File: src/core/rrs_pkg.sv
// constants for the rotate / return / subtract execution block
// assumes one 200 MHz core clock and byte-wide memory answering reads in the same cycle
// Operation
// RULE1: inclusive-or sets zero when the result is zero and copies bit 7 into negative.
// RULE2: rotate left moves the operand up one place and fills bit 0 from the old carry.
// RULE3: rotate left loads carry from the old bit 7, negative and zero follow the result.
// RULE4: rotate right moves the operand down one place and fills bit 7 from the old carry.
// RULE5: rotate right loads carry from the old bit 0.
// RULE6: both rotates set zero on an all-clear result, copy bit 7 to negative, keep half-carry and mask.
// RULE7: rotate accumulator opcodes are 49 and 46 at 3 cycles, memory forms 5, offset indexed 6.
// RULE8: stack top reload, opcode 9c, puts 00ff in the stack pointer in 2 cycles, flags kept.
// RULE9: interrupt return pulls flags, accumulator, index, pc high, pc low, pre-incrementing the pointer.
// RULE10: interrupt return loads every flag, mask included, from the pulled byte.
// RULE11: interrupt return is inherent opcode 80 and takes 9 cycles.
// RULE12: subroutine return pre-increments and pulls pc high, then pre-increments and pulls pc low.
// RULE13: subroutine return is opcode 81, 6 cycles, flags kept.
// RULE14: subtract with borrow puts a minus m minus carry in a, negative and zero from the result.
// RULE15: its carry is (!a7 & m7) | (m7 & r7) | (r7 & !a7).
// RULE16: subtract with borrow opcodes a2, b2, c2, f2, e2, d2, 2 to 5 cycles.
// RULE17: a flag not listed as affected keeps its previous value.
package rrs_pkg;
    // ****************
    // opcodes
    // ****************
    localparam logic [7:0] OP_OR_IMM = 8'haa;
    localparam logic [7:0] OP_OR_DIR = 8'hba;
    localparam logic [7:0] OP_OR_EXT = 8'hca;
    localparam logic [7:0] OP_OR_IX = 8'hfa;
    localparam logic [7:0] OP_OR_IX1 = 8'hea;
    localparam logic [7:0] OP_OR_IX2 = 8'hda;
    localparam logic [7:0] OP_ROL_A = 8'h49;
    localparam logic [7:0] OP_ROL_X = 8'h59;
    localparam logic [7:0] OP_ROL_DIR = 8'h39;
    localparam logic [7:0] OP_ROL_IX = 8'h79;
    localparam logic [7:0] OP_ROL_IX1 = 8'h69;
    localparam logic [7:0] OP_ROR_A = 8'h46;
    localparam logic [7:0] OP_ROR_X = 8'h56;
    localparam logic [7:0] OP_ROR_DIR = 8'h36;
    localparam logic [7:0] OP_ROR_IX = 8'h76;
    localparam logic [7:0] OP_ROR_IX1 = 8'h66;
    localparam logic [7:0] OP_STK_RELOAD = 8'h9c;
    localparam logic [7:0] OP_INT_RETURN = 8'h80;
    localparam logic [7:0] OP_SUB_RETURN = 8'h81;
    localparam logic [7:0] OP_SBC_IMM = 8'ha2;
    localparam logic [7:0] OP_SBC_DIR = 8'hb2;
    localparam logic [7:0] OP_SBC_EXT = 8'hc2;
    localparam logic [7:0] OP_SBC_IX = 8'hf2;
    localparam logic [7:0] OP_SBC_IX1 = 8'he2;
    localparam logic [7:0] OP_SBC_IX2 = 8'hd2;
    // ****************
    // flag positions in condition_flags
    // ****************
    localparam int FLG_C = 0;
    localparam int FLG_Z = 1;
    localparam int FLG_N = 2;
    localparam int FLG_I = 3;
    localparam int FLG_H = 4;
    localparam int MSB = 7;
    // ****************
    // reset values and constants
    // ****************
    localparam logic [15:0] STACK_TOP = 16'h00ff;
    localparam logic [15:0] STACK_STEP = 16'h0001;
    localparam logic [15:0] PC_STEP = 16'h0001;
    localparam logic [15:0] PC_RESET = 16'h0000;
    localparam logic [7:0] FLAGS_RESET = 8'he8;
    localparam logic [7:0] BYTE_ZERO = 8'h00;
    localparam logic [3:0] CYC_ONE = 4'h1;
    localparam logic [3:0] CYC_IMM = 4'h2;
    localparam logic [3:0] CYC_RMW_INH = 4'h3;
    localparam logic [3:0] CYC_RMW_IX = 4'h5;
    localparam logic [3:0] CYC_RMW_IX1 = 4'h6;
    localparam logic [3:0] CYC_RTS = 4'h6;
    localparam logic [3:0] CYC_RTI = 4'h9;
    localparam logic [3:0] CYC_RD_DIR = 4'h3;
    localparam logic [3:0] CYC_RD_EXT = 4'h4;
    localparam logic [3:0] CYC_RD_IX = 4'h3;
    localparam logic [3:0] CYC_RD_IX1 = 4'h4;
    localparam logic [3:0] CYC_RD_IX2 = 4'h5;
    localparam logic [3:0] CYC_STK = 4'h2;
    localparam logic [2:0] PULLS_RTI = 3'h5;
    localparam logic [2:0] PULLS_RTS = 3'h2;

    typedef enum logic [3:0] {
        RRS_FETCH = 4'b0001,
        RRS_OPER = 4'b0010,
        RRS_PULL = 4'b0100,
        RRS_WAIT = 4'b1000
    } rrs_state_t;

    typedef enum logic [2:0] {
        RRS_K_OR = 3'h0,
        RRS_K_ROL = 3'h1,
        RRS_K_ROR = 3'h2,
        RRS_K_SBC = 3'h3,
        RRS_K_NONE = 3'h4
    } rrs_kind_t;
endpackage : rrs_pkg

File: src/core/rrs_exec.sv
// execution core for or, rotates, stack reload, returns, subtract with borrow
// assumes memory answers a read in the same cycle (comb mem_rdata)
module rrs_exec
    import rrs_pkg::*;
(
    input wire logic core_clk,
    input wire logic rst,
    output logic [15:0] mem_addr,
    output logic mem_rd,
    output logic mem_wr,
    output logic [7:0] mem_wdata,
    input wire logic [7:0] mem_rdata,
    output logic [7:0] accumulator,
    output logic [7:0] index_reg,
    output logic [15:0] stack_pointer,
    output logic [15:0] program_counter,
    output logic [7:0] condition_flags,
    output logic instr_done,
    output logic illegal_op
);
    // ****************
    // state
    // ****************
    rrs_state_t st_q, st_d;
    rrs_kind_t kind_q, kind_d;
    logic [7:0] a_q, a_d, x_q, x_d, ccr_q, ccr_d, opc_q, opc_d;
    logic [15:0] sp_q, sp_d, pc_q, pc_d, ea_q, ea_d;
    logic [3:0] cyc_q, cyc_d;
    logic [2:0] pull_q, pull_d;
    logic [1:0] ofs_q, ofs_d;
    logic done_q, done_d, ill_q, ill_d;
    // ea_q holds the operand address; imm forms (opc_q[7:4] == a) read at pc_q instead

    // ****************
    // alu
    // ****************
    logic [7:0] opnd, res;
    logic cout;
    logic tgt_a, tgt_x, tgt_m;
    always_comb
    begin
        opnd = mem_rdata;
        tgt_a = (opc_q[7:4] == 4'h4);
        tgt_x = (opc_q[7:4] == 4'h5);
        tgt_m = !(tgt_a || tgt_x);
        if (tgt_a && kind_q != RRS_K_OR && kind_q != RRS_K_SBC)
            opnd = a_q;
        else if (tgt_x)
            opnd = x_q;
        res = BYTE_ZERO;
        cout = ccr_q[FLG_C];
        unique case (kind_q)
            RRS_K_OR:
                res = a_q | opnd;
            RRS_K_ROL:
            begin
                res = {opnd[MSB-1:0], ccr_q[FLG_C]}; // RULE2
                cout = opnd[MSB]; // RULE3
            end
            RRS_K_ROR:
            begin
                res = {ccr_q[FLG_C], opnd[MSB:1]}; // RULE4
                cout = opnd[0]; // RULE5
            end
            RRS_K_SBC:
            begin
                res = 8'(a_q - opnd - {7'h00, ccr_q[FLG_C]}); // RULE14
                cout = (!a_q[MSB] && opnd[MSB]) || (opnd[MSB] && res[MSB])
                    || (res[MSB] && !a_q[MSB]); // RULE15
            end
            default:
                res = BYTE_ZERO;
        endcase
    end

    // ****************
    // sequencer
    // ****************
    always_comb
    begin
        st_d = st_q;
        kind_d = kind_q;
        a_d = a_q;
        x_d = x_q;
        ccr_d = ccr_q; // RULE17
        opc_d = opc_q;
        sp_d = sp_q;
        pc_d = pc_q;
        ea_d = ea_q;
        cyc_d = cyc_q;
        pull_d = pull_q;
        ofs_d = ofs_q;
        done_d = 1'b0;
        ill_d = 1'b0;
        mem_addr = pc_q;
        mem_rd = 1'b0;
        mem_wr = 1'b0;
        mem_wdata = res;
        unique case (st_q)
            RRS_FETCH:
            begin
                mem_rd = 1'b1;
                opc_d = mem_rdata;
                pc_d = pc_q + PC_STEP;
                cyc_d = CYC_ONE;
                ofs_d = 2'h0;
                ea_d = {8'h00, x_q};
                st_d = RRS_OPER;
                unique case (mem_rdata[3:0])
                    4'ha: kind_d = RRS_K_OR;
                    4'h9: kind_d = RRS_K_ROL;
                    4'h6: kind_d = RRS_K_ROR;
                    4'h2: kind_d = RRS_K_SBC;
                    default: kind_d = RRS_K_NONE;
                endcase
                // operand bytes following opcode per addressing mode
                unique case (mem_rdata[7:4])
                    4'ha, 4'hb, 4'h3, 4'h6, 4'he: ofs_d = 2'h1;
                    4'hc, 4'hd: ofs_d = 2'h2;
                    default: ofs_d = 2'h0;
                endcase
                if (mem_rdata == OP_STK_RELOAD || mem_rdata == OP_INT_RETURN
                    || mem_rdata == OP_SUB_RETURN)
                begin
                    kind_d = RRS_K_NONE;
                    ofs_d = 2'h0;
                    pull_d = (mem_rdata == OP_INT_RETURN) ? PULLS_RTI
                        : PULLS_RTS;
                    st_d = (mem_rdata == OP_STK_RELOAD) ? RRS_WAIT
                        : RRS_PULL;
                end
                else if (!(mem_rdata inside {OP_OR_IMM, OP_OR_DIR, OP_OR_EXT,
                    OP_OR_IX, OP_OR_IX1, OP_OR_IX2, OP_ROL_A, OP_ROL_X,
                    OP_ROL_DIR, OP_ROL_IX, OP_ROL_IX1, OP_ROR_A, OP_ROR_X,
                    OP_ROR_DIR, OP_ROR_IX, OP_ROR_IX1, OP_SBC_IMM, OP_SBC_DIR,
                    OP_SBC_EXT, OP_SBC_IX, OP_SBC_IX1, OP_SBC_IX2}))
                begin
                    // unknown codes retire as a no-op of cyc_target cycles (2 for high nibbles 0, 1, 2, 8, 9 and a, more for others)
                    kind_d = RRS_K_NONE;
                    ofs_d = 2'h0;
                    ill_d = 1'b1;
                    st_d = RRS_WAIT;
                end
            end
            RRS_OPER:
            begin
                cyc_d = cyc_q + CYC_ONE;
                if (ofs_q != 2'h0 && !(opc_q[7:4] == 4'ha))
                begin
                    // collect address bytes; indexed forms add x
                    mem_rd = 1'b1;
                    pc_d = pc_q + PC_STEP;
                    ofs_d = ofs_q - 2'h1;
                    if (opc_q[7:4] == 4'hb || opc_q[7:4] == 4'h3)
                        ea_d = {8'h00, mem_rdata};
                    else if (opc_q[7:4] == 4'hc || opc_q[7:4] == 4'hd)
                        ea_d = (ofs_q == 2'h2) ? {mem_rdata, 8'h00}
                            : ((opc_q[7:4] == 4'hd)
                            ? ea_q + {8'h00, mem_rdata} + {8'h00, x_q}
                            : {ea_q[15:8], mem_rdata});
                    else
                        ea_d = {8'h00, mem_rdata} + {8'h00, x_q};
                end
                else
                begin
                    mem_rd = tgt_m;
                    mem_addr = (opc_q[7:4] == 4'ha) ? pc_q : ea_q;
                    if (opc_q[7:4] == 4'ha)
                        pc_d = pc_q + PC_STEP;
                    mem_wr = tgt_m && (kind_q == RRS_K_ROL
                        || kind_q == RRS_K_ROR);
                    if (kind_q == RRS_K_OR || kind_q == RRS_K_SBC || tgt_a)
                        a_d = res; // RULE14
                    else if (tgt_x)
                        x_d = res;
                    ccr_d[FLG_Z] = (res == BYTE_ZERO); // RULE1 RULE6
                    ccr_d[FLG_N] = res[MSB]; // RULE1 RULE6
                    if (kind_q != RRS_K_OR)
                        ccr_d[FLG_C] = cout; // RULE3 RULE5 RULE15
                    st_d = RRS_WAIT;
                    // short forms retire here, a pad cycle would overrun
                    if (cyc_q + CYC_ONE >= cyc_target(opc_q))
                    begin
                        done_d = 1'b1; // RULE16
                        st_d = RRS_FETCH;
                    end
                end
            end
            RRS_PULL:
            begin
                cyc_d = cyc_q + CYC_ONE;
                if (pull_q != 3'h0)
                begin
                    sp_d = sp_q + STACK_STEP; // RULE9 RULE12
                    mem_addr = sp_d;
                    mem_rd = 1'b1;
                    pull_d = pull_q - 3'h1;
                    unique case (pull_q)
                        3'h5: ccr_d = mem_rdata; // RULE10
                        3'h4: a_d = mem_rdata; // RULE9
                        3'h3: x_d = mem_rdata; // RULE9
                        3'h2: pc_d = {mem_rdata, pc_q[7:0]}; // RULE12
                        3'h1: pc_d = {pc_q[15:8], mem_rdata}; // RULE12
                        default: pc_d = pc_q;
                    endcase
                end
                else
                    st_d = RRS_WAIT;
            end
            RRS_WAIT:
            begin
                // pad each instruction out to its full cycle count
                cyc_d = cyc_q + CYC_ONE;
                if (cyc_q + CYC_ONE >= cyc_target(opc_q))
                begin
                    // RULE7 RULE11 RULE13 RULE16
                    if (opc_q == OP_STK_RELOAD)
                        sp_d = STACK_TOP; // RULE8
                    done_d = 1'b1;
                    st_d = RRS_FETCH;
                end
            end
            default:
                st_d = RRS_FETCH;
        endcase
    end

    // ****************
    // cycle targets
    // ****************
    function automatic logic [3:0] cyc_target(input logic [7:0] op);
        logic [3:0] c;
        c = CYC_IMM;
        unique case (op[7:4])
            4'h4, 4'h5: c = CYC_RMW_INH; // RULE7
            4'h3, 4'h7: c = CYC_RMW_IX;
            4'h6: c = CYC_RMW_IX1;
            4'hb: c = CYC_RD_DIR;
            4'hc: c = CYC_RD_EXT;
            4'hf: c = CYC_RD_IX;
            4'he: c = CYC_RD_IX1;
            4'hd: c = CYC_RD_IX2;
            default: c = CYC_IMM;
        endcase
        if (op == OP_INT_RETURN)
            c = CYC_RTI; // RULE11
        else if (op == OP_SUB_RETURN)
            c = CYC_RTS; // RULE13
        else if (op == OP_STK_RELOAD)
            c = CYC_STK; // RULE8
        return c;
    endfunction : cyc_target

    // ****************
    // registers
    // ****************
    always_ff @(posedge core_clk or posedge rst)
    begin
        if (rst)
        begin
            st_q <= RRS_FETCH;
            kind_q <= RRS_K_NONE;
            a_q <= BYTE_ZERO;
            x_q <= BYTE_ZERO;
            ccr_q <= FLAGS_RESET;
            opc_q <= BYTE_ZERO;
            sp_q <= STACK_TOP;
            pc_q <= PC_RESET;
            ea_q <= PC_RESET;
            cyc_q <= CYC_ONE;
            pull_q <= 3'h0;
            ofs_q <= 2'h0;
            done_q <= 1'b0;
            ill_q <= 1'b0;
        end
        else
        begin
            st_q <= st_d;
            kind_q <= kind_d;
            a_q <= a_d;
            x_q <= x_d;
            ccr_q <= ccr_d;
            opc_q <= opc_d;
            sp_q <= sp_d;
            pc_q <= pc_d;
            ea_q <= ea_d;
            cyc_q <= cyc_d;
            pull_q <= pull_d;
            ofs_q <= ofs_d;
            done_q <= done_d;
            ill_q <= ill_d;
        end
    end

    // ****************
    // outputs
    // ****************
    assign accumulator = a_q;
    assign index_reg = x_q;
    assign stack_pointer = sp_q;
    assign program_counter = pc_q;
    assign condition_flags = ccr_q;
    assign instr_done = done_q;
    assign illegal_op = ill_q;
endmodule : rrs_exec

File: config.mk
export PLATFORM = sky130hd
export DESIGN_NAME = rrs_exec
export DESIGN_NICKNAME = d
export VERILOG_FILES = /design/src/core/rrs_pkg.sv /design/src/core/rrs_exec.sv
export SDC_FILE = /design/constraint.sdc
export NUM_CORES = 1
export LEC_CHECK = 0
export ABC_AREA = 1
export BUFFER_PORTS_ARGS = -buffer_cell sky130_fd_sc_hd__buf_2
export CAP_MARGIN = 20
export CORE_MARGIN = 3
export CORE_UTILIZATION = 40
export DETAILED_ROUTE_END_ITERATION = 12
export GPL_TIMING_DRIVEN = 0
export SYNTH_ARGS = -nofsm -noshare
export SYNTH_HDL_FRONTEND = slang
export SYNTH_SLANG_ARGS = --single-unit
File: constraint.sdc
create_clock -name core_clk -period 3.25 [get_ports core_clk]
set_input_delay 0.325 -clock core_clk [delete_from_list [all_inputs] [get_ports core_clk]]
set_output_delay 0.325 -clock core_clk [all_outputs]
set_load 0.01 [all_outputs]
==> results of run 1 <==
-- final cells by class --
class | count | area (µm²)
Buffer | 25 | 111
Clock buffer | 9 | 225
Timing Repair Buffer | 138 | 851
Sequential cell | 98 | 2470
Multi-Input combinational cell | 866 | 5120
Clock inverter | 7 | 76.3
Inverter | 173 | 657
Fill cell | 2010 | 9750
Tap cell | 265 | 332
-- placed cells by master (no fill, tap or decap), types with 8 or more instances in the layout --
cell                        count
sky130_fd_sc_hd__o211ai_1      19
sky130_fd_sc_hd__nor2_4        12
sky130_fd_sc_hd__inv_2         14
sky130_fd_sc_hd__fa_1          10
sky130_fd_sc_hd__nor2_1        94
sky130_fd_sc_hd__dfstp_2       15
sky130_fd_sc_hd__a22oi_1       11
sky130_fd_sc_hd__buf_4         40
sky130_fd_sc_hd__nand4_1       13
sky130_fd_sc_hd__ha_1          43
sky130_fd_sc_hd__buf_2         99
sky130_fd_sc_hd__dfrtp_1       81
sky130_fd_sc_hd__xor2_1        14
sky130_fd_sc_hd__o21ai_0       92
sky130_fd_sc_hd__clkbuf_16      9
sky130_fd_sc_hd__clkbuf_1      16
sky130_fd_sc_hd__o21ai_1       10
sky130_fd_sc_hd__o221ai_1      13
sky130_fd_sc_hd__nor3_1        17
sky130_fd_sc_hd__nand3_1       74
sky130_fd_sc_hd__or2_2          8
sky130_fd_sc_hd__nor2_2         8
sky130_fd_sc_hd__nand2_2       18
sky130_fd_sc_hd__inv_1        155
sky130_fd_sc_hd__nand2_1      264
sky130_fd_sc_hd__a21oi_1       73
-- critical path, stage by stage, from the launching register on --
cell and delay, ps:
sky130_fd_sc_hd__dfstp_2 560, sky130_fd_sc_hd__nor2_2 50, sky130_fd_sc_hd__nand2_2 150, sky130_fd_sc_hd__nand2_4 100, sky130_fd_sc_hd__nor2_4 170, sky130_fd_sc_hd__nand2_2 80
sky130_fd_sc_hd__nand2_4 80, sky130_fd_sc_hd__inv_2 30, sky130_fd_sc_hd__fa_2 550, sky130_fd_sc_hd__inv_2 50, sky130_fd_sc_hd__ha_4 160, sky130_fd_sc_hd__or2_4 220
sky130_fd_sc_hd__nand2_2 60, sky130_fd_sc_hd__nand4_1 70, sky130_fd_sc_hd__nand3_1 100, sky130_fd_sc_hd__nand2_1 80, sky130_fd_sc_hd__nor2_2 130, sky130_fd_sc_hd__inv_1 50
sky130_fd_sc_hd__buf_2 130
-- timing repair --
| action | 4_1_cts | 5_1_grt |
|---|---|---|
| setup buffers | 26 | 19 |
| hold buffers | 0 | 0 |
| pin swaps | 21 | 30 |
| resized for setup | 52 | 50 |
| endpoints found under the setup margin | 36 | 36 |
-- cell families after synthesis --
group | Yosys count | share of synthesized area
adders and majority gates | 61 | 0.106
xor gates and xnor gates | 17 | 0.0185
AOI/OAI and AO/OA | 254 | 0.182
DFF | 98 | 0.307
and+or+nand+nor | 534 | 0.291
buffers and inverters | 199 | 0.0951
-- metrics by stage --
stage | instance area (µm²) | instances
2_1_floorplan | 8040 | 1163
3_5_place_dp | 8870 | 1522
6_report | 9840 | 1581
3_3_place_gp | 8840 | 1521
4_1_cts | 9540 | 1564
5_1_grt | 9840 | 1581
-- final timing paths --
check / cells past startpoint / to / start
worst min register to register: 2 / cyc_q[3]$_DFFE_PP0P_ / cyc_q[3]$_DFFE_PP0P_
min in group core_clk: 3 / opc_q[4]$_DFFE_PP0P_ / mem_rdata[4]
worst max register to register: 23 / condition_flags[1]$_DFFE_PP0P_ / kind_q[2]$_DFFE_PP1P_
max in group asynchronous: 3 / condition_flags[7]$_DFFE_PP1P_ / rst
worst max-delay path: 18 / mem_wdata[5] / kind_q[2]$_DFFE_PP1P_
worst min-delay path: 2 / program_counter[4]$_DFFE_PP0P_ / rst
-- report_power, final --
group	internal, mW	switching, mW
logic	2.36	3.52
registers	1.63	0.477
clock network	0.604	0.535
total	4.59	4.53
-- per-layer routing --
layer	wire length (µm)	vias up
li1	-	4155
met1	12300	4005
met2	12600	372
met3	2260	32
met4	467	0
met5	0	-
==> run summary, run 1 <==
The met2 capacity usage during global routing came out at 0.399. The total die area came out at 21,800 µm². After detailed routing, the number of vias per cell comes to around 5.4. In the post-synthesis netlist, the cell with the most instances is sky130_fd_sc_hd__nand2_1. The post-DP HPWL came out at approximately 21 mm. The via count of the first global-routing pass is 8,007. Once detail routing completed, the nets flagged for antenna violations numbered 0.

After synthesis the cells add up to 8040 µm². The library cell with the largest summed area after synthesis is sky130_fd_sc_hd__dfrtp_1. The chip height is 148 µm.

The worst setup slack for register-to-register paths came out at roughly 10 ps. Before antenna repair, the detailed router went through 5 iterations. The count of maximum capacitance violations is 0. The total number of placement rows came out at 51. The sequential area share after synthesis came out at 0.307. In the final routed layout, each cell accounts on average for 17.5 µm. The worst IR drop on VDD came out at between 0.8 and 0.9 mV.

The CTS sink count is 98. In this run the most used layer during global routing was met2. The class of the most critical hold timing path is in2async. The number of nets in the synthesized netlist is 1,234. The DRC violation count after routing came out at 0. The met3 layer usage reported by global route came out at 0.0429. The placeable core region is between 15,000 and 20,000 µm². The antenna diode instance count came out at 0.

Setup repair after global routing could not meet its margin everywhere. STA classifies the critical path startpoint as a register. TritonCTS built the clock tree. For the worst setup path, the data arrival time is about 3200 ps.

The flow ran to the end, but the final reports show violations. The first routing iteration left around 780 violations. The initial antenna violation count is 0.

Averaged over all synthesized cells, the footprint is around 6.9 µm². The residual overflow from global routing is 0. The H-tree level count is 3. Setup violations remaining at the end of the flow were counted as 8.

The layout overhead on the synthesized area is 22.5%. OpenSTA, run right after detailed placement, puts the worst setup slack at -553 ps. The worst setup skew after layout came out at 9.16 ps. Summed over all failing endpoints, the final setup total negative slack is -1650 ps. Yosys mapped a number of flops with a built-in enable equal to 0. The width of the die came out at 148 µm. The initial core utilization came out at 0.410. The commonest register cell after synthesis is sky130_fd_sc_hd__dfrtp_1.

In this run the worst path has a maximum fanout of 4. Ranked by total cell area, the synthesized netlist is headed by sky130_fd_sc_hd__dfrtp_1 (26%), sky130_fd_sc_hd__nand2_1 (13%), sky130_fd_sc_hd__ha_1 (7.6%). After clock tree synthesis, the clock-pin slew on the worst setup and hold paths is 70 ps. The fraction of the core area covered by cells at the end of the flow is 0.503. The shortest period the worst path allows is 3520 ps.

The clock tree root driver cell is sky130_fd_sc_hd__clkbuf_16. The synthesized design contains 98 register bits. Of the post-synthesis cell area, the dominant cell type holds 0.258. The total chip power came out at 9.12 mW. The final RePlAce weighted congestion is 0.938. The total of buffers placed on input and output ports is 93. In the finished design, the share of the clock period the worst path needs comes to 1.08. The measured slew at the worst slew-check pin came out at 766 ps.

The final wirelength is ~28 mm. For this run, the total global-route usage over all layers was measured as 0.249. The post-synthesis async set-or-reset flop share came out at 1.00. The met1 global-route usage came out at 0.349.

The total count of hold-check failures in the final report came to 10. The Yosys step of the flow raised 0 warnings. The number of slew-limit violations in the final report came out at 0. The total I/O pin count is 94. The leakage power figure is around 5.0 nW. The fraction of final layout cells sized beyond drive strength 1 is 0.213. The required time of the worst setup path came out at 2920 ps.

Ranked by instance count, the synthesized netlist is headed by sky130_fd_sc_hd__nand2_1 (284), sky130_fd_sc_hd__inv_1 (163), sky130_fd_sc_hd__nor2_1 (105), sky130_fd_sc_hd__o21ai_0 (103), sky130_fd_sc_hd__dfrtp_1 (83). The power density over the cells is 927 nW/µm². The netlist uses 46 different library cells.

The post-layout net count is 1,382. The final hold slack is -3.42 ps. The number of cells produced by synthesis came out at about 1,200. The relative slew slack came out at 0.489. Based on the critical path, the design can be clocked at up to 284 MHz. The final setup slack of the worst path came out at -268 ps. The critical path class is reg2out. The total clock buffers created by CTS is 9. The maximum count of clock buffers along a single path came out at 2.

The final reports fail on hold timing, setup timing. The largest net degree at the start of global routing is 64. For this block, the via count after detailed routing is 8,564.

For the worst-skew pair, the clock arrives at the later sink with an insertion delay of between 300 and 400 ps. The type of destination of the critical path is an output pin. The global-route wire length before repair is 42.9 mm.
(Power assumes the default switching activity.)
==> run 2: changes to the inputs <==
--- a/config.mk
+++ b/config.mk
@@ -5,7 +5,6 @@
 export SDC_FILE = /design/constraint.sdc
 export NUM_CORES = 1
 export LEC_CHECK = 0
-export ABC_AREA = 1
 export BUFFER_PORTS_ARGS = -buffer_cell sky130_fd_sc_hd__buf_2
 export CAP_MARGIN = 20
 export CORE_MARGIN = 3
==> run 2 against run 1 <==
- the flow finishes with violations (setup timing)
- sequential power is 6% lower
- routed wire length is 8.5% higher
- worst setup slack worse by 620 ps
- final cell count shrank 13%
- sequential share of layout area decreased by 1.5 points
- combinational power fell by 14%
- worst hold slack better by 4.1 ps
- die area shrank 0.18%
- critical path depth fell by 5
- synthesized cell count decreased by 19%
- flip-flop and latch count stayed put
- critical path type unchanged
- critical endpoint unchanged
- largest power group unchanged
- highest routed layer unchanged
==> run summary, run 2 <==
The total standard cell area after synthesis came out at 8020 µm². The setup slack at placement is -1020 ps. The number of slew-limit violations in the final report came out at 0.

STA classifies the critical path startpoint as a register. By area, the combinational part of the netlist is dominated by compound AO/OA/AOI/OAI gates. The met3 layer usage reported by global route is 0.0506. TritonCTS built the clock tree. The total I/O pin count is between 90 and 100. Traced cell by cell, the critical path runs through buf_6 -> nor3b_4 -> buf_6 -> o2111ai_4 -> o311a_4 -> fa_2 -> ha_4 -> o21ai_2 -> a211o_1 -> xor2_1 -> mux4_2 -> nor2_4 -> buf_6. The DRC violation total after the first TritonRoute iteration came out at ~800. The DRC violation count after routing came out at 0. The highest cell delay on the worst timing path is around 600 ps. Compared with the post-synthesis result, the final layout area differs by 30.4%. The share of synthesized cell area in and, or, nand and nor gates came out at 0.188.

The worst IR drop on VDD is between 0.6 and 0.7 mV. The measured slew at the worst slew-check pin came out at 1080 ps. STA classifies the critical path endpoint as an output pin. The worst hold path belongs to the class in2async. The startpoint of the lowest-slack register-to-register path is opc_q[7]$_DFFE_PP0P_. The synthesis-stage register bit count is 98. The summed negative setup slack over all endpoints came out at -10,910 ps. The clock transition time at the flip-flop clock pins of the worst setup and hold paths came out at 70 ps. Setup violations remaining at the end of the flow were counted as 24. The mux share of post-synthesis cell area is 0.0510. The residual overflow from global routing came out at 0. The antenna diode instance count is 0. The library cells used most frequently in the layout, excluding fill and tap cells, are sky130_fd_sc_hd__buf_2 (99), sky130_fd_sc_hd__nor2_1 (84), sky130_fd_sc_hd__nand2_1 (83), sky130_fd_sc_hd__dfrtp_1 (82), sky130_fd_sc_hd__o21ai_0 (60). The CTS sink count came out at approximately 100. The busiest layer in global routing is met2. In this run the static leakage power is 4.60 nW. The post-synthesis async set-or-reset flop share is 1.00. For the worst setup path, the data arrival time is between 3000 and 4000 ps.

The total die area came out at 21,800 µm². Sorting the synthesized cells by how often they occur yields sky130_fd_sc_hd__nor2_1 (90), sky130_fd_sc_hd__nand2_1 (89), sky130_fd_sc_hd__dfrtp_1 (83), sky130_fd_sc_hd__o21ai_0 (68), sky130_fd_sc_hd__a21oi_1 (65). The critical path class is reg2out.

The fraction of final layout cells sized beyond drive strength 1 is 0.297. The maximum clock frequency came out at 241 MHz. Buffers inserted during clock tree synthesis total 9. Ranked by total cell area, the synthesized netlist is headed by sky130_fd_sc_hd__dfrtp_1 (26%), sky130_fd_sc_hd__ha_1 (7.6%), sky130_fd_sc_hd__dfstp_2 (4.9%). The maximum count of clock buffers along a single path came out at 2. The dominant cell by count in the synthesized netlist is sky130_fd_sc_hd__nor2_1. The later-pin clock latency in the skew report came out at 360 ps. The power density over the cells came out at 797 nW/µm². The post-synthesis compound-gate area fraction is 0.257. The maximum fanout along the worst path came out at 4. The placeable core region came out at 19,600 µm².

Once routing completed, OpenROAD measured the worst setup slack at -892 ps. The average detailed-routed wire length per instance is 21.8 µm. The post-layout net count is 1,174. Using the TritonRoute via totals, the vias-per-cell ratio works out to 6.12. The net count after synthesis is 1,014. The global routing usage summed across all routing layers came out at 0.266. The synthesized design contains 0 enable-type register cells.

The number of buffers added to fix hold violations after cts is 0. The commonest register cell after synthesis is sky130_fd_sc_hd__dfrtp_1. The distinct cell type count of the synthesized netlist came out at 89. The worst setup skew after layout came out at between 9 and 10 ps. Setup repair after global routing could not meet its margin everywhere. The flow ran to the end, but the final reports show violations. The area share of fa/ha/maj cells after synthesis is 0.106. The total number of placement rows is 51. The path depth of the worst reg2reg path came out at 19.

The total count of hold-check failures in the final report came out at 0. The fill cell total of the finished layout is 1,839. Port buffering added slightly above 90 buffers. The count of maximum capacitance violations came out at 0. The initial antenna violation count is 0. The worst setup slack for register-to-register paths came out at -670 ps. Of the synthesized area, sequential elements account for 0.308.

The relative slew slack is 0.281. The post-DP HPWL is approximately 21 mm. The checks that failed: setup timing. In this run the vertical extent of the chip is between 100 and 150 µm. The shortest period the worst path allows is 4140 ps. The cell that appears most often on the critical path is sky130_fd_sc_hd__buf_6. The detailed-router iteration count before antenna repair is 5. The met1 global-route usage is 0.374. The H-tree level count came out at 3.

The initial core utilization is 0.410. The endpoint identified for the worst register-to-register timing path is condition_flags[2]$_DFFE_PP0P_. Leaving out fill and tap cells, the most frequent cell in the layout is sky130_fd_sc_hd__buf_2. In the finished design, the share of the clock period the worst path needs comes to 1.27. The total via count after detailed routing is 8,391. The antenna violation net count after detailed routing came out at 0. The tree is rooted in a sky130_fd_sc_hd__clkbuf_16. The slowest stage of the critical path is the sky130_fd_sc_hd__fa_2 cell. The number of cells produced by synthesis came out at 943. The via count of the first global-routing pass is 7,912. The share of synthesized area in the top cell type comes to 0.259.

Together, buffers and inverters on the worst path number 3. In this design, the largest share of critical-path delay is due to adder cells. The final RePlAce weighted congestion is 0.965. The die is 148 µm wide. The mean instance size in the synthesized netlist is 8.51 µm². Of the total synthesized cell area, the portion taken by XOR and XNOR cells is 0.0380. Yosys printed 0 warnings. The first global-routing pass estimated 45.2 mm of wire. For this block, the routed nets add up to 30.0 mm of wire. Summed over all instances, the cell type with the most area after synthesis is sky130_fd_sc_hd__dfrtp_1. The required time of the worst setup path is slightly below 3000 ps. In the global route stage, met2 resource usage came out at 0.412. The largest net degree at the start of global routing came out at 62.
-- run 2: cell count changes after synthesis, sizes merged, moves of 14 or more --
cell | previous run | this run
a221o | 0 | 14
o21ai | 107 | 72
xnor2 | 3 | 21
clkbuf | 17 | 34
mux2 | 0 | 23
nor2 | 114 | 90
nand2 | 288 | 90
nand3 | 81 | 31
inv | 172 | 48
-- run 2: what timing repair did --
item | in CTS | in global routing
gates cloned | 1 | 1
gates resized for setup | 94 | 76
pin swaps | 35 | 48
endpoints found under the setup margin | 63 | 59
buffers inserted | 38 | 20
-- run 2: per-layer routing --
metal | routed length [µm] | up-vias
met3 | 2180 | 74
li1 | - | 3809
met4 | 1010 | 0
met2 | 13800 | 360
met5 | 0 | -
met1 | 13000 | 4148
-- run 2: worst max-delay path by stage --
stage                               startpoint                              to  slack, ps  cells after the start
after global routing      opc_q[7]$_DFFE_PP0P_                    mem_wdata[5]       -950                     13
after floorplan           opc_q[7]$_DFFE_PP0P_  condition_flags[1]$_DFFE_PP0P_       -210                     14
after CTS                 opc_q[7]$_DFFE_PP0P_                    mem_wdata[6]       -830                     13
final                     opc_q[7]$_DFFE_PP0P_                    mem_wdata[5]       -890                     13
after global placement                     rst      accumulator[1]$_DFFE_PP0P_      -1030                      2
after detailed placement  opc_q[4]$_DFFE_PP0P_                    mem_wdata[6]      -1020                     15
-- run 2: report_power, final --
part / leakage, nW / internal [mW] / switching [mW]
logic: 3.22 / 2.31 / 2.76
registers: 1.21 / 1.55 / 0.435
clock network: 0.172 / 0.793 / 0.497
-- run 2: worst register-to-register path: stages (launching register included) --
cell                        delay, ps
sky130_fd_sc_hd__dfrtp_1          430
sky130_fd_sc_hd__buf_6            140
sky130_fd_sc_hd__nor3b_4          300
sky130_fd_sc_hd__buf_6            180
sky130_fd_sc_hd__o2111ai_4         90
sky130_fd_sc_hd__o311a_4          170
sky130_fd_sc_hd__fa_2             600
sky130_fd_sc_hd__inv_2             60
sky130_fd_sc_hd__ha_4             150
sky130_fd_sc_hd__o21ai_2          150
sky130_fd_sc_hd__a211o_1          200
sky130_fd_sc_hd__buf_4            130
sky130_fd_sc_hd__buf_6             90
sky130_fd_sc_hd__mux2i_4          230
sky130_fd_sc_hd__a311oi_2         140
sky130_fd_sc_hd__buf_4            180
sky130_fd_sc_hd__a211oi_4         230
sky130_fd_sc_hd__buf_4            170
sky130_fd_sc_hd__o21ai_1           70
sky130_fd_sc_hd__o21a_1           120
-- run 2: cell type report --
class / count / area, µm² / area share
plain buffers: 48 / 320 / 0.0306
clock buffers: 11 / 253 / 0.0242
clock inverters: 4 / 98.8 / 0.00945
inverters: 49 / 190 / 0.0182
multi-input cells: 746 / 5820 / 0.556
flip-flops and latches: 98 / 2470 / 0.236
well taps: 265 / 332 / 0.0317
repair buffers: 151 / 980 / 0.0936
-- run 2: kinds of logic after synthesis --
group,after synthesis
buf+inv,100
xor+xnor,34
fa+ha+maj,61
flops,98
compound gates,303
simple gates,311
mux,36
-- run 2: metrics by stage --
step | hold WS (ps) | instance area [µm²] | power [mW] | instances | util
3_3_place_gp | 460 | 8930 | 5.66 | 1301 | 0.456
6_report | 0.659 | 10500 | 8.34 | 1372 | 0.534
2_1_floorplan | 445 | 8130 | 4.56 | 943 | -
3_5_place_dp | 415 | 8970 | 5.70 | 1304 | 0.458
4_1_cts | 32.8 | 10000 | 7.79 | 1356 | 0.511
5_1_grt | 56.7 | 10500 | 8.88 | 1372 | 0.534
